File: src/hw/insn_decoder_params.svh
`ifndef INSN_DECODER_PARAMS_SVH
`define INSN_DECODER_PARAMS_SVH
// word and field geometry
`define IW_BITS     14
`define IMM8_BITS   8
`define IMM9_BITS   9
`define IMM12_BITS  12
`define REG_BITS    7
`define BITPOS_BITS 3
`define SEL_BITS    4
`define PC_BITS     11
// fixed opcode words
`define OP_NOP      14'h0000
`define OP_STANDBY  14'h0001
`define OP_WDT      14'h0002
`define OP_TMODE_W  14'h0003
`define OP_IRQ_ON   14'h0004
`define OP_RET      14'h0010
`define OP_RETURN_FROM_HANDLER    14'h0011
`define OP_DAA      14'h0012
`define OP_IRQ_OFF  14'h0013
`define OP_TMODE_R  14'h0014
`define OP_CLRA     14'h0200
`define OP_SWINT    14'h0210
`define OP_TABLE    14'h0211
`define OP_CCALL    14'h0212
`define OP_CJUMP    14'h0213
// cycle counts
`define CYC_ONE     2'h1
`define CYC_TWO     2'h2
`define CYC_THREE   2'h3
`endif

File: src/hw/insn_decoder_pkg.sv
package insn_decoder_pkg;
  typedef enum logic [5:0] {
    OP_NOP, OP_STANDBY, OP_WDT_RESTART, OP_TMODE_WR, OP_TMODE_RD,
    OP_PORT_WR, OP_PORT_RD, OP_SFR_WR, OP_SFR_RD, OP_IRQ_ON, OP_IRQ_OFF,
    OP_RET, OP_RETURN_FROM_HANDLER, OP_RETLIT, OP_DAA, OP_MOVAR, OP_MOVR, OP_CLRA, OP_CLRR,
    OP_SWINT, OP_TABLE, OP_CCALL, OP_CJUMP,
    OP_ADD, OP_SUB, OP_INC, OP_DEC, OP_COM, OP_AND, OP_IOR, OP_XOR,
    OP_RR, OP_RL, OP_SWAP, OP_INCSZ, OP_DECSZ, OP_ADC, OP_SBC, OP_CMP,
    OP_MOVI, OP_ANDI, OP_IORI, OP_XORI, OP_ADDI, OP_ADCI, OP_SUBI, OP_SBCI,
    OP_CALL, OP_GOTO, OP_BCLR, OP_BSET, OP_BTSC, OP_BTSS, OP_LONG_CALL, OP_LONG_JUMP,
    OP_ILLEGAL
  } op_e;

  typedef struct packed {
    logic carry;
    logic halfCarry;
    logic zero;
    logic timeout;
    logic sleepEntered;
  } flag_mask_s;

  typedef struct packed {
    op_e        op;
    logic [1:0] cycles;      // base cycles; skip ops may add one
    logic       maySkip;
    logic       destReg;     // 1: result back to register
    logic       pushReturn;
    logic       loadPc;
    flag_mask_s flags;
    logic       irqEnSet;
    logic       irqEnClr;
    logic [6:0] regAddr;
    logic [2:0] bitPos;
    logic [3:0] sel;
    logic [11:0] imm;
    logic       valid;
  } decode_s;

  typedef enum logic [1:0] {
    ST_ISSUE = 2'b00,
    ST_HOLD  = 2'b01
  } seq_e;
endpackage

File: src/hw/insn_field_decode.sv
`timescale 1ns/1ps
`include "insn_decoder_params.svh"
// pure opcode classification of a word
module insn_field_decode
  import insn_decoder_pkg::*;
(
  // word in
  input  wire logic [`IW_BITS-1:0] word,
  // class out
  output op_e                      op
);
  wire [1:0] pre = word[13:12];
  wire [3:0] sub = word[11:8];
  wire [7:0] lo  = word[7:0];

  always_comb begin
    op = OP_ILLEGAL;
    unique case (pre)
      2'h0: begin
        if (sub == 4'h0) begin
          // dedicated words first, then field access
          unique case (lo)
            8'h00: op = OP_NOP;
            8'h01: op = OP_STANDBY;
            8'h02: op = OP_WDT_RESTART;
            8'h03: op = OP_TMODE_WR;
            8'h04: op = OP_IRQ_ON;
            8'h10: op = OP_RET;
            8'h11: op = OP_RETURN_FROM_HANDLER;
            8'h12: op = OP_DAA;
            8'h13: op = OP_IRQ_OFF;
            8'h14: op = OP_TMODE_RD;
            default: begin
              if (lo[7]) op = OP_MOVAR;
              else if (lo[7:4] == 4'h0) op = OP_PORT_WR;
              else if (lo[7:4] == 4'h1) op = OP_PORT_RD;
              else if (lo[7:4] == 4'h2) op = OP_SFR_WR;
              else if (lo[7:4] == 4'h3) op = OP_SFR_RD;
            end
          endcase
        end else if (sub == 4'h1) op = OP_MOVR;
        else if (sub == 4'h2) begin
          if (lo[7]) op = OP_CLRR;
          else if (lo == 8'h00) op = OP_CLRA;
          else if (lo == 8'h10) op = OP_SWINT;
          else if (lo == 8'h11) op = OP_TABLE;
          else if (lo == 8'h12) op = OP_CCALL;
          else if (lo == 8'h13) op = OP_CJUMP;
        end else begin
          // register-file alu group
          unique case (sub)
            4'h3: op = OP_ADD;
            4'h4: op = OP_SUB;
            4'h5: op = OP_INC;
            4'h6: op = OP_DEC;
            4'h7: op = OP_COM;
            4'h8: op = OP_AND;
            4'h9: op = OP_IOR;
            4'ha: op = OP_XOR;
            4'hb: op = OP_RR;
            4'hc: op = OP_RL;
            4'hd: op = OP_SWAP;
            4'he: op = OP_INCSZ;
            default: op = OP_DECSZ;
          endcase
        end
      end
      2'h1: begin
        unique case (sub)
          4'h0: op = OP_RETLIT;
          4'h1: op = OP_MOVI;
          4'h2: op = OP_ANDI;
          4'h3: op = OP_IORI;
          4'h4: op = OP_XORI;
          4'h5: op = OP_ADDI;
          4'h6: op = OP_ADCI;
          4'h7: op = OP_SUBI;
          4'h8: op = OP_SBCI;
          4'h9: op = OP_CALL;
          4'ha, 4'hb: op = OP_GOTO;
          4'hc: op = OP_ADC;
          4'hd: op = OP_SBC;
          4'he: op = lo[7] ? OP_CMP : OP_ILLEGAL;
          default: op = OP_ILLEGAL;
        endcase
      end
      2'h2: begin
        // bit group
        unique case (sub[3:2])
          2'h3: op = OP_BCLR;
          2'h2: op = OP_BSET;
          2'h1: op = OP_BTSC;
          default: op = OP_BTSS;
        endcase
      end
      default: op = word[11] ? OP_LONG_JUMP : OP_LONG_CALL;
    endcase
  end
endmodule

File: src/hw/insn_decoder.sv
`timescale 1ns/1ps
`include "insn_decoder_params.svh"
// Behaviour
// - fixed word 0001 is standby entry, one cycle, touches timeout and sleep flags.
// - watchdog restart word is one cycle, touches timeout and sleep flags.
// - timer mode write and read words are one cycle, no flags.
// - low nibble picks port control register; write or read in one cycle.
// - four-bit field picks special function register; write or read, one cycle.
// - return with literal and plain return each take two cycles.
// - table read loads table high byte and work register in two cycles.
// - destination bit 0 selects work register, 1 selects the addressed register.
// - register alu group decodes with destination bit and 7-bit address, one cycle.
// - add/sub set carry, half, zero; logic zero only; rotates carry; swap none.
// - increment/decrement skip ops take one or two cycles, change no flags.
// - register add with carry and subtract with borrow set carry, half, zero.
// - immediate ops under prefix 01 with codes 0001 to 1000, one cycle.
// - immediate arithmetic sets carry, half, zero; logic zero; move no flags.
// - bit clear, set, test-clear, test-set use 3-bit position, no flags.
// - bit tests take two cycles when skipping, discarding the fetched word.
// - irq off clears, irq on sets global enable in one cycle; handler return sets it in two.
// - compare subtracts work register from register, sets carry and zero only.
// - short call loads 8-bit immediate, clears bit 8, bank from status, two cycles.
// - computed call and jump load pc from pointer high and work register.
module insn_decoder
  import insn_decoder_pkg::*;
(
  // clock and reset
  input  wire logic                  mclk,
  input  wire logic                  rst_b,
  // fetched word from program memory
  input  wire logic [`IW_BITS-1:0]   fetchWord,
  input  wire logic                  fetchValid,
  // condition feedback from the datapath
  input  wire logic                  skipCond,
  // decoded result
  output decode_s                    dec,
  output logic                       busy,
  output logic                       discard
);
  // ===========================================================
  // classification
  op_e opNow;

  insn_field_decode u_class (
    .word (fetchWord),
    .op   (opNow)
  );

  // ===========================================================
  // per-op attributes
  function automatic flag_mask_s flagsOf(input op_e o);
    flag_mask_s f;
    f = '0;
    unique case (o)
      OP_STANDBY, OP_WDT_RESTART: begin
        f.timeout = 1'b1;
        f.sleepEntered = 1'b1;
      end
      OP_ADD, OP_SUB, OP_ADC, OP_SBC,
      OP_ADDI, OP_ADCI, OP_SUBI, OP_SBCI: begin
        f.carry = 1'b1;
        f.halfCarry = 1'b1;
        f.zero = 1'b1;
      end
      OP_INC, OP_DEC, OP_COM, OP_MOVR, OP_AND, OP_IOR, OP_XOR,
      OP_ANDI, OP_IORI, OP_XORI, OP_CLRA, OP_CLRR: f.zero = 1'b1;
      OP_RR, OP_RL, OP_DAA: f.carry = 1'b1;
      OP_CMP: begin
        f.carry = 1'b1;
        f.zero = 1'b1;
      end
      default: f = '0;                                    // swap, skips, bit ops
    endcase
    return f;
  endfunction

  function automatic logic [1:0] cyclesOf(input op_e o);
    logic [1:0] c;
    c = `CYC_ONE;
    unique case (o)
      OP_RET, OP_RETURN_FROM_HANDLER, OP_RETLIT, OP_TABLE, OP_CCALL, OP_CJUMP,
      OP_CALL, OP_GOTO, OP_LONG_CALL, OP_LONG_JUMP: c = `CYC_TWO;
      OP_SWINT: c = `CYC_THREE;
      default: c = `CYC_ONE;
    endcase
    return c;
  endfunction

  // combinational view of the fetched word
  wire        isSkip   = (opNow == OP_INCSZ) || (opNow == OP_DECSZ) ||
                         (opNow == OP_BTSC) || (opNow == OP_BTSS);
  wire        isDest   = (fetchWord[13:12] == 2'h0) && (fetchWord[11:8] != 4'h0) &&
                         (fetchWord[11:8] != 4'h2) && fetchWord[7];
  wire        isDestB  = (fetchWord[13:12] == 2'h1) && (opNow == OP_ADC || opNow == OP_SBC)
                         && fetchWord[7];
  wire        regWrOnly = (opNow == OP_MOVAR) || (opNow == OP_CLRR) || (opNow == OP_BCLR)
                         || (opNow == OP_BSET);
  wire        pushNow  = (opNow == OP_CALL) || (opNow == OP_LONG_CALL) || (opNow == OP_CCALL);
  wire        jumpNow  = pushNow || (opNow == OP_GOTO) || (opNow == OP_LONG_JUMP) ||
                         (opNow == OP_CJUMP) || (opNow == OP_RET) || (opNow == OP_RETURN_FROM_HANDLER) ||
                         (opNow == OP_RETLIT) || (opNow == OP_SWINT);
  wire [11:0] immNow   = (opNow == OP_LONG_CALL || opNow == OP_LONG_JUMP) ? fetchWord[11:0] :
                         (opNow == OP_GOTO) ? {3'h0, fetchWord[8:0]} :
                         {4'h0, fetchWord[7:0]};

  decode_s decNow;
  always_comb begin
    decNow = '0;
    decNow.op = opNow;
    decNow.cycles = cyclesOf(opNow);
    decNow.maySkip = isSkip;
    decNow.destReg = isDest || isDestB || regWrOnly;
    decNow.pushReturn = pushNow;
    decNow.loadPc = jumpNow;
    decNow.flags = flagsOf(opNow);
    decNow.irqEnSet = (opNow == OP_IRQ_ON) || (opNow == OP_RETURN_FROM_HANDLER);
    decNow.irqEnClr = (opNow == OP_IRQ_OFF);
    decNow.regAddr = fetchWord[6:0];
    decNow.bitPos = fetchWord[9:7];
    decNow.sel = fetchWord[3:0];
    decNow.imm = immNow;
    decNow.valid = fetchValid;
  end

  // ===========================================================
  // issue/hold sequencer for multi-cycle words
  seq_e       state_r, state_nxt;
  logic [1:0] left_r, left_nxt;

  wire issue = (state_r == ST_ISSUE) && fetchValid;
  wire needHold = issue && (decNow.cycles != `CYC_ONE);

  always_comb begin
    state_nxt = state_r;
    left_nxt = left_r;
    unique case (state_r)
      ST_ISSUE: if (needHold) begin
        state_nxt = ST_HOLD;
        left_nxt = decNow.cycles - `CYC_ONE;
      end
      ST_HOLD: begin
        left_nxt = left_r - 2'h1;
        if (left_r == `CYC_ONE) state_nxt = ST_ISSUE;
      end
    endcase
  end

  // register the decode and the sequencer
  always_ff @(posedge mclk or negedge rst_b) begin
    if (!rst_b) begin
      state_r <= ST_ISSUE;
      left_r <= 2'h0;
      dec <= '0;
      busy <= 1'b0;
      discard <= 1'b0;
    end else begin
      state_r <= state_nxt;
      left_r <= left_nxt;
      busy <= (state_nxt == ST_HOLD);
      if (issue) dec <= decNow;
      else dec.valid <= 1'b0;
      // skip ops: condition arrives with execution, next word becomes a nop
      discard <= dec.valid && dec.maySkip && skipCond;
    end
  end

  // ===========================================================
  // checks
  a_standby_flags: assert property (@(posedge mclk) disable iff (!rst_b)
    issue && fetchWord == `OP_STANDBY |=> dec.flags.timeout && dec.flags.sleepEntered
      && dec.cycles == `CYC_ONE)
    else $error("standby decode wrong");
  a_wdt_flags: assert property (@(posedge mclk) disable iff (!rst_b)
    issue && fetchWord == `OP_WDT |=> dec.op == OP_WDT_RESTART && dec.flags.sleepEntered)
    else $error("watchdog restart decode wrong");
  a_tmode_noflags: assert property (@(posedge mclk) disable iff (!rst_b)
    issue && (fetchWord == `OP_TMODE_W || fetchWord == `OP_TMODE_R) |=> dec.flags == '0)
    else $error("timer mode ops touched flags");
  a_priority_fixed: assert property (@(posedge mclk) disable iff (!rst_b)
    issue && fetchWord == `OP_IRQ_ON |=> dec.op == OP_IRQ_ON && dec.irqEnSet)
    else $error("port access beat fixed word");
  a_two_cycle_hold: assert property (@(posedge mclk) disable iff (!rst_b)
    needHold && decNow.cycles == `CYC_TWO |=> busy ##1 !busy)
    else $error("two-cycle op hold wrong");
  a_table_two: assert property (@(posedge mclk) disable iff (!rst_b)
    issue && fetchWord == `OP_TABLE |=> dec.cycles == `CYC_TWO && dec.op == OP_TABLE)
    else $error("table read cycles wrong");
  a_skip_discard: assert property (@(posedge mclk) disable iff (!rst_b)
    dec.valid && dec.maySkip && skipCond |=> discard)
    else $error("skip did not discard next word");
  a_skip_noflags: assert property (@(posedge mclk) disable iff (!rst_b)
    dec.valid && dec.maySkip |-> dec.flags == '0)
    else $error("skip op changes flags");
  a_irq_off: assert property (@(posedge mclk) disable iff (!rst_b)
    issue && fetchWord == `OP_IRQ_OFF |=> dec.irqEnClr && !dec.irqEnSet)
    else $error("irq off decode wrong");
  a_long_imm: assert property (@(posedge mclk) disable iff (!rst_b)
    issue && fetchWord[13:12] == 2'h3 |=> dec.imm == $past(fetchWord[11:0]) && dec.loadPc)
    else $error("long branch immediate wrong");
  a_cmp_flags: assert property (@(posedge mclk) disable iff (!rst_b)
    dec.valid && dec.op == OP_CMP |-> dec.flags.carry && dec.flags.zero && !dec.flags.halfCarry
      && !dec.destReg)
    else $error("compare flags wrong");
endmodule

File: config.mk
export PLATFORM = sky130hd
export DESIGN_NAME = insn_decoder
export DESIGN_NICKNAME = d
export VERILOG_FILES = /design/src/hw/insn_decoder_pkg.sv /design/src/hw/insn_field_decode.sv /design/src/hw/insn_decoder.sv
export VERILOG_INCLUDE_DIRS = /design/src /design/src/hw
export SDC_FILE = /design/constraint.sdc
export NUM_CORES = 1
export LEC_CHECK = 0
export BUFFER_PORTS_ARGS = -buffer_cell sky130_fd_sc_hd__buf_2
export CAP_MARGIN = 10
export CORE_MARGIN = 1
export CORE_UTILIZATION = 46
export DETAILED_ROUTE_END_ITERATION = 6
export PLACE_DENSITY = 0.7
export SYNTH_ARGS = -nofsm -noshare
export SYNTH_HDL_FRONTEND = slang
export SYNTH_SLANG_ARGS = --single-unit
File: constraint.sdc
create_clock -name mclk -period 2.8 [get_ports mclk]
set_input_delay 0.42 -clock mclk [delete_from_list [all_inputs] [get_ports mclk]]
set_output_delay 0.42 -clock mclk [all_outputs]
set_load 0.05 [all_outputs]
==> summary.txt <==
Timing
  – Setup repair after global routing missed its margin: yes
  – Total setup violations reported at the end of the flow: 1
  – Maximum frequency from static timing analysis: 356 MHz
  – Relative slew slack: 0.440
  – Final clock skew: 0.00579 ns
  – Final Hold Vio Count: 0
  – Measured slew at the worst slew-check pin: 0.840 ns
  – Least setup slack across all paths after layout: -0.00742 ns
  – Minimum period implied by the final worst setup slack: 2.81 ns
  – Post-Route Hold Slack: 0.233 ns
  – Pins Over Slew Limit: 0
  – Final worst path period share: 1.00

Min path
  – Class of the worst hold path: in2async

Worst setup path
  – Crit Path Category: in2reg
  – Start of the worst register-to-register path: state_r[0]$_DFF_PN0_
  – Critical path endpoint category: flop
  – Worst endpoint data arrival time: 2.98 ns
  – Beginning of the critical path: fetchWord[10]
  – WP data required: 2.98 ns
  – Worst-path fanout max: 6
  – Category of the worst setup path launch point: input pin

Run
  – Number of max-capacitance violations reported: 0

Clock network
  – Buffer levels on the longest clock path: 2
  – Clock sinks: 39
  – Htree depth: 2
  – Number of hold-repair buffers added at the cts stage: 0
  – Root cell of the clock tree: sky130_fd_sc_hd__clkbuf_8
  – Clock-pin slew on the worst setup and hold paths: 0.07 ns
  – Clock tree from TritonCTS: built
  – CTS buffer count: 5
  – Later-pin clock latency in the skew report: 0.29 ns

Layout
  – Most frequent cells in the layout: 86 x sky130_fd_sc_hd__buf_4, 63 x sky130_fd_sc_hd__buf_2, 54 x sky130_fd_sc_hd__nand2_1, 39 x sky130_fd_sc_hd__dfrtp_1, 22 x sky130_fd_sc_hd__o21ai_0
  – Final core utilization: 0.710
  – Layout overhead on the synthesized area: 45.8%
  – Share of post-route cells with drive strength above 1: 0.448
  – Diodes inserted: 0
  – Most common cell after layout, fill and taps aside: sky130_fd_sc_hd__buf_4
  – Total number of nets in the final design: 501
  – Final std cells w/o fill: 553

Drt
  – Routed wire per std cell: 15.3 um
  – Total number of vias: 3,073
  – DR iter-0 viols: 136
  – Drt first pass iters: 4
  – DRC Markers: 0
  – Total wire length after detailed routing: 8480 um
  – Routed via count divided by cell count: 5.56
  – Remaining number of nets flagged by the antenna check after routing: 0

Power
  – Power density over the cells: 714 mW/mm2
  – Post-layout power: 3.07 mW
  – Highest ir drop seen on vdd: 0.672 mV
  – Reported leakage power: 2.01 nW

Yosys
  – Top FF cell, synth: sky130_fd_sc_hd__dfrtp_1
  – Number of flops mapped to enable cells by yosys: 0
  – Register bit total from synthesis: 39
  – Top post-synthesis cells by area: sky130_fd_sc_hd__dfrtp_1 33%, sky130_fd_sc_hd__nand2_1 6.9%, sky130_fd_sc_hd__o21ai_0 3.9%
  – Gate Count Post-Synth: 350
  – Count of distinct cell types in the synthesized netlist: 83
  – Synth Cell Area: 0.00295 mm2
  – Warning count from the yosys run: 0
  – Area share of the largest cell type after synthesis: 0.331
  – Number of nets in the synthesized netlist: 374
  – Syn_area_per_cell: 8.44 um2
  – Synth async-reset ratio: 1.00
  – Biggest area consumer among synthesized cells: sky130_fd_sc_hd__dfrtp_1
  – Sequential area share after synthesis: 0.331

Floorplanning
  – I/O pin count: 66
  – Width of the chip: 82.1 um
  – Placement Rows: 28
  – Starting density of the core: 0.487
  – Chip Height: 82.1 um
  – Core area: 0.00606 mm2
  – Floorplan die area: 0.00674 mm2

Place
  – DP Wirelength: 6420 um
  – Placer Congestion: 0.913
  – # port buffers: 65
  – Cell count after placement: 534

Run status
  – Violations in the final reports: negative setup slack
  – Status: complete, but fails checks

Global routing
  – Number of antenna violations at the first check in global routing: 0
  – Global-route wire length before repair: 13,500 um
  – Final global-route overflow total: 0
  – Maximum number of pins on one net before global-route repair: 44
  – Combined global-route utilization of all metal layers: 0.261
  – Via count of the first global-routing pass: 2,775
==> power by group <==
part | leakage [nW] | internal [mW] | switching, mW
Combinational | 1.46 | 0.524 | 1.30
Clock | 0.0515 | 0.225 | 0.189
Sequential | 0.495 | 0.736 | 0.103
==> registers in the layout, summed over array words and instances, names as in the netlist <==
register,cells
busy,1
dec,33
discard,1
left_r,2
state_r,2
==> layer usage <==
metal / up-vias / wire (um) / global-route usage
met5: - / 0 / 0
met1: 1428 / 3770 / 0.338
met3: 10 / 538 / 0.0560
met2: 116 / 4090 / 0.443
li1: 1519 / - / -
met4: 0 / 85 / 0.0579
==> worst paths after layout <==
path,end,slack (ns),depth (start not counted)
worst max-delay path,dec[38]$_DFFE_PN0P_,-0.007,12
min in group mclk,discard$_DFF_PN0_,0.39,2
worst max register to register,dec[9]$_DFFE_PN0P_,1.03,6
max in group asynchronous,dec[9]$_DFFE_PN0P_,2.04,1
worst min register to register,dec[44]$_DFFE_PN0P_,0.47,2
worst min-delay path,dec[21]$_DFFE_PN0P_,0.23,1
==> stage by stage <==
stage / TNS [ns] / area [um2] / worst slack [ns]
finish: -0.00742 / 4300 / -0.00742
floorplan: -0.548 / 3180 / -0.122
detailed placement: -3.75 / 4010 / -0.346
CTS: 0 / 4160 / 0.00724
global route: -0.653 / 4300 / -0.113
global placement: -3.23 / 4010 / -0.302
==> logic make-up (layout without fill, tap and decap cells) <==
group / Yosys count / after routing / share of synthesized area
AO/OA/AOI/OAI: 102 / 102 / 0.273
XOR/XNOR: 2 / 2 / 0.00593
adder cells (fa/ha/maj): 6 / 6 / 0.0254
buffers and inverters: 52 / 180 / 0.0873
flip-flops: 39 / 39 / 0.331
multiplexers: 3 / 3 / 0.0127
AND/OR/NAND/NOR: 146 / 146 / 0.265
==> area by class of cell <==
type	count	area (um2)
Clock buffer	8	100
Fill cell	513	1760
Inverter	15	65.1
Multi-Input combinational cell	259	1970
Sequential cell	39	976
Tap cell	75	93.8
Timing Repair Buffer	157	1100
==> synthesized netlist by cell type (all sizes together) (2+ instances only) <==
master / count
nor2: 22
buf: 20
nor3b: 3
nor4b: 3
clkbuf: 17
mux2: 3
a21oi: 13
o221ai: 2
nand2b: 6
o32a: 2
a21o: 2
o21ai: 28
dfrtp: 39
and3: 2
nand3: 12
nor4: 5
nor3: 17
o21a: 2
nand3b: 2
a211oi: 4
nand2: 55
ha: 6
a32oi: 2
a2111oi: 3
o41ai: 3
nor2b: 6
a41oi: 2
a31oi: 6
o31ai: 3
o22ai: 4
and2: 2
a32o: 3
or2: 3
nand4: 3
o21bai: 2
inv: 14
a311oi: 2
or3: 3
==> critical path: stages <==
cell and delay [ns]:
sky130_fd_sc_hd__buf_8 0.08, sky130_fd_sc_hd__clkinvlp_4 0.13, sky130_fd_sc_hd__ha_4 0.21, sky130_fd_sc_hd__or2_4 0.26
sky130_fd_sc_hd__a221oi_4 0.23, sky130_fd_sc_hd__a32oi_2 0.16, sky130_fd_sc_hd__a311oi_4 0.35, sky130_fd_sc_hd__buf_12 0.17
sky130_fd_sc_hd__nand4_4 0.18, sky130_fd_sc_hd__o311ai_4 0.41, sky130_fd_sc_hd__nor3_4 0.09, sky130_fd_sc_hd__mux2_4 0.27
==> what timing repair did <==
| item | CTS | global route |
|---|---|---|
| endpoints found under the setup margin | 5 | 10 |
| pin swaps | 3 | 13 |
| buffers inserted | 2 | 9 |
| resized for setup | 6 | 14 |
No activity file was read; power rests on OpenSTA's default activity.
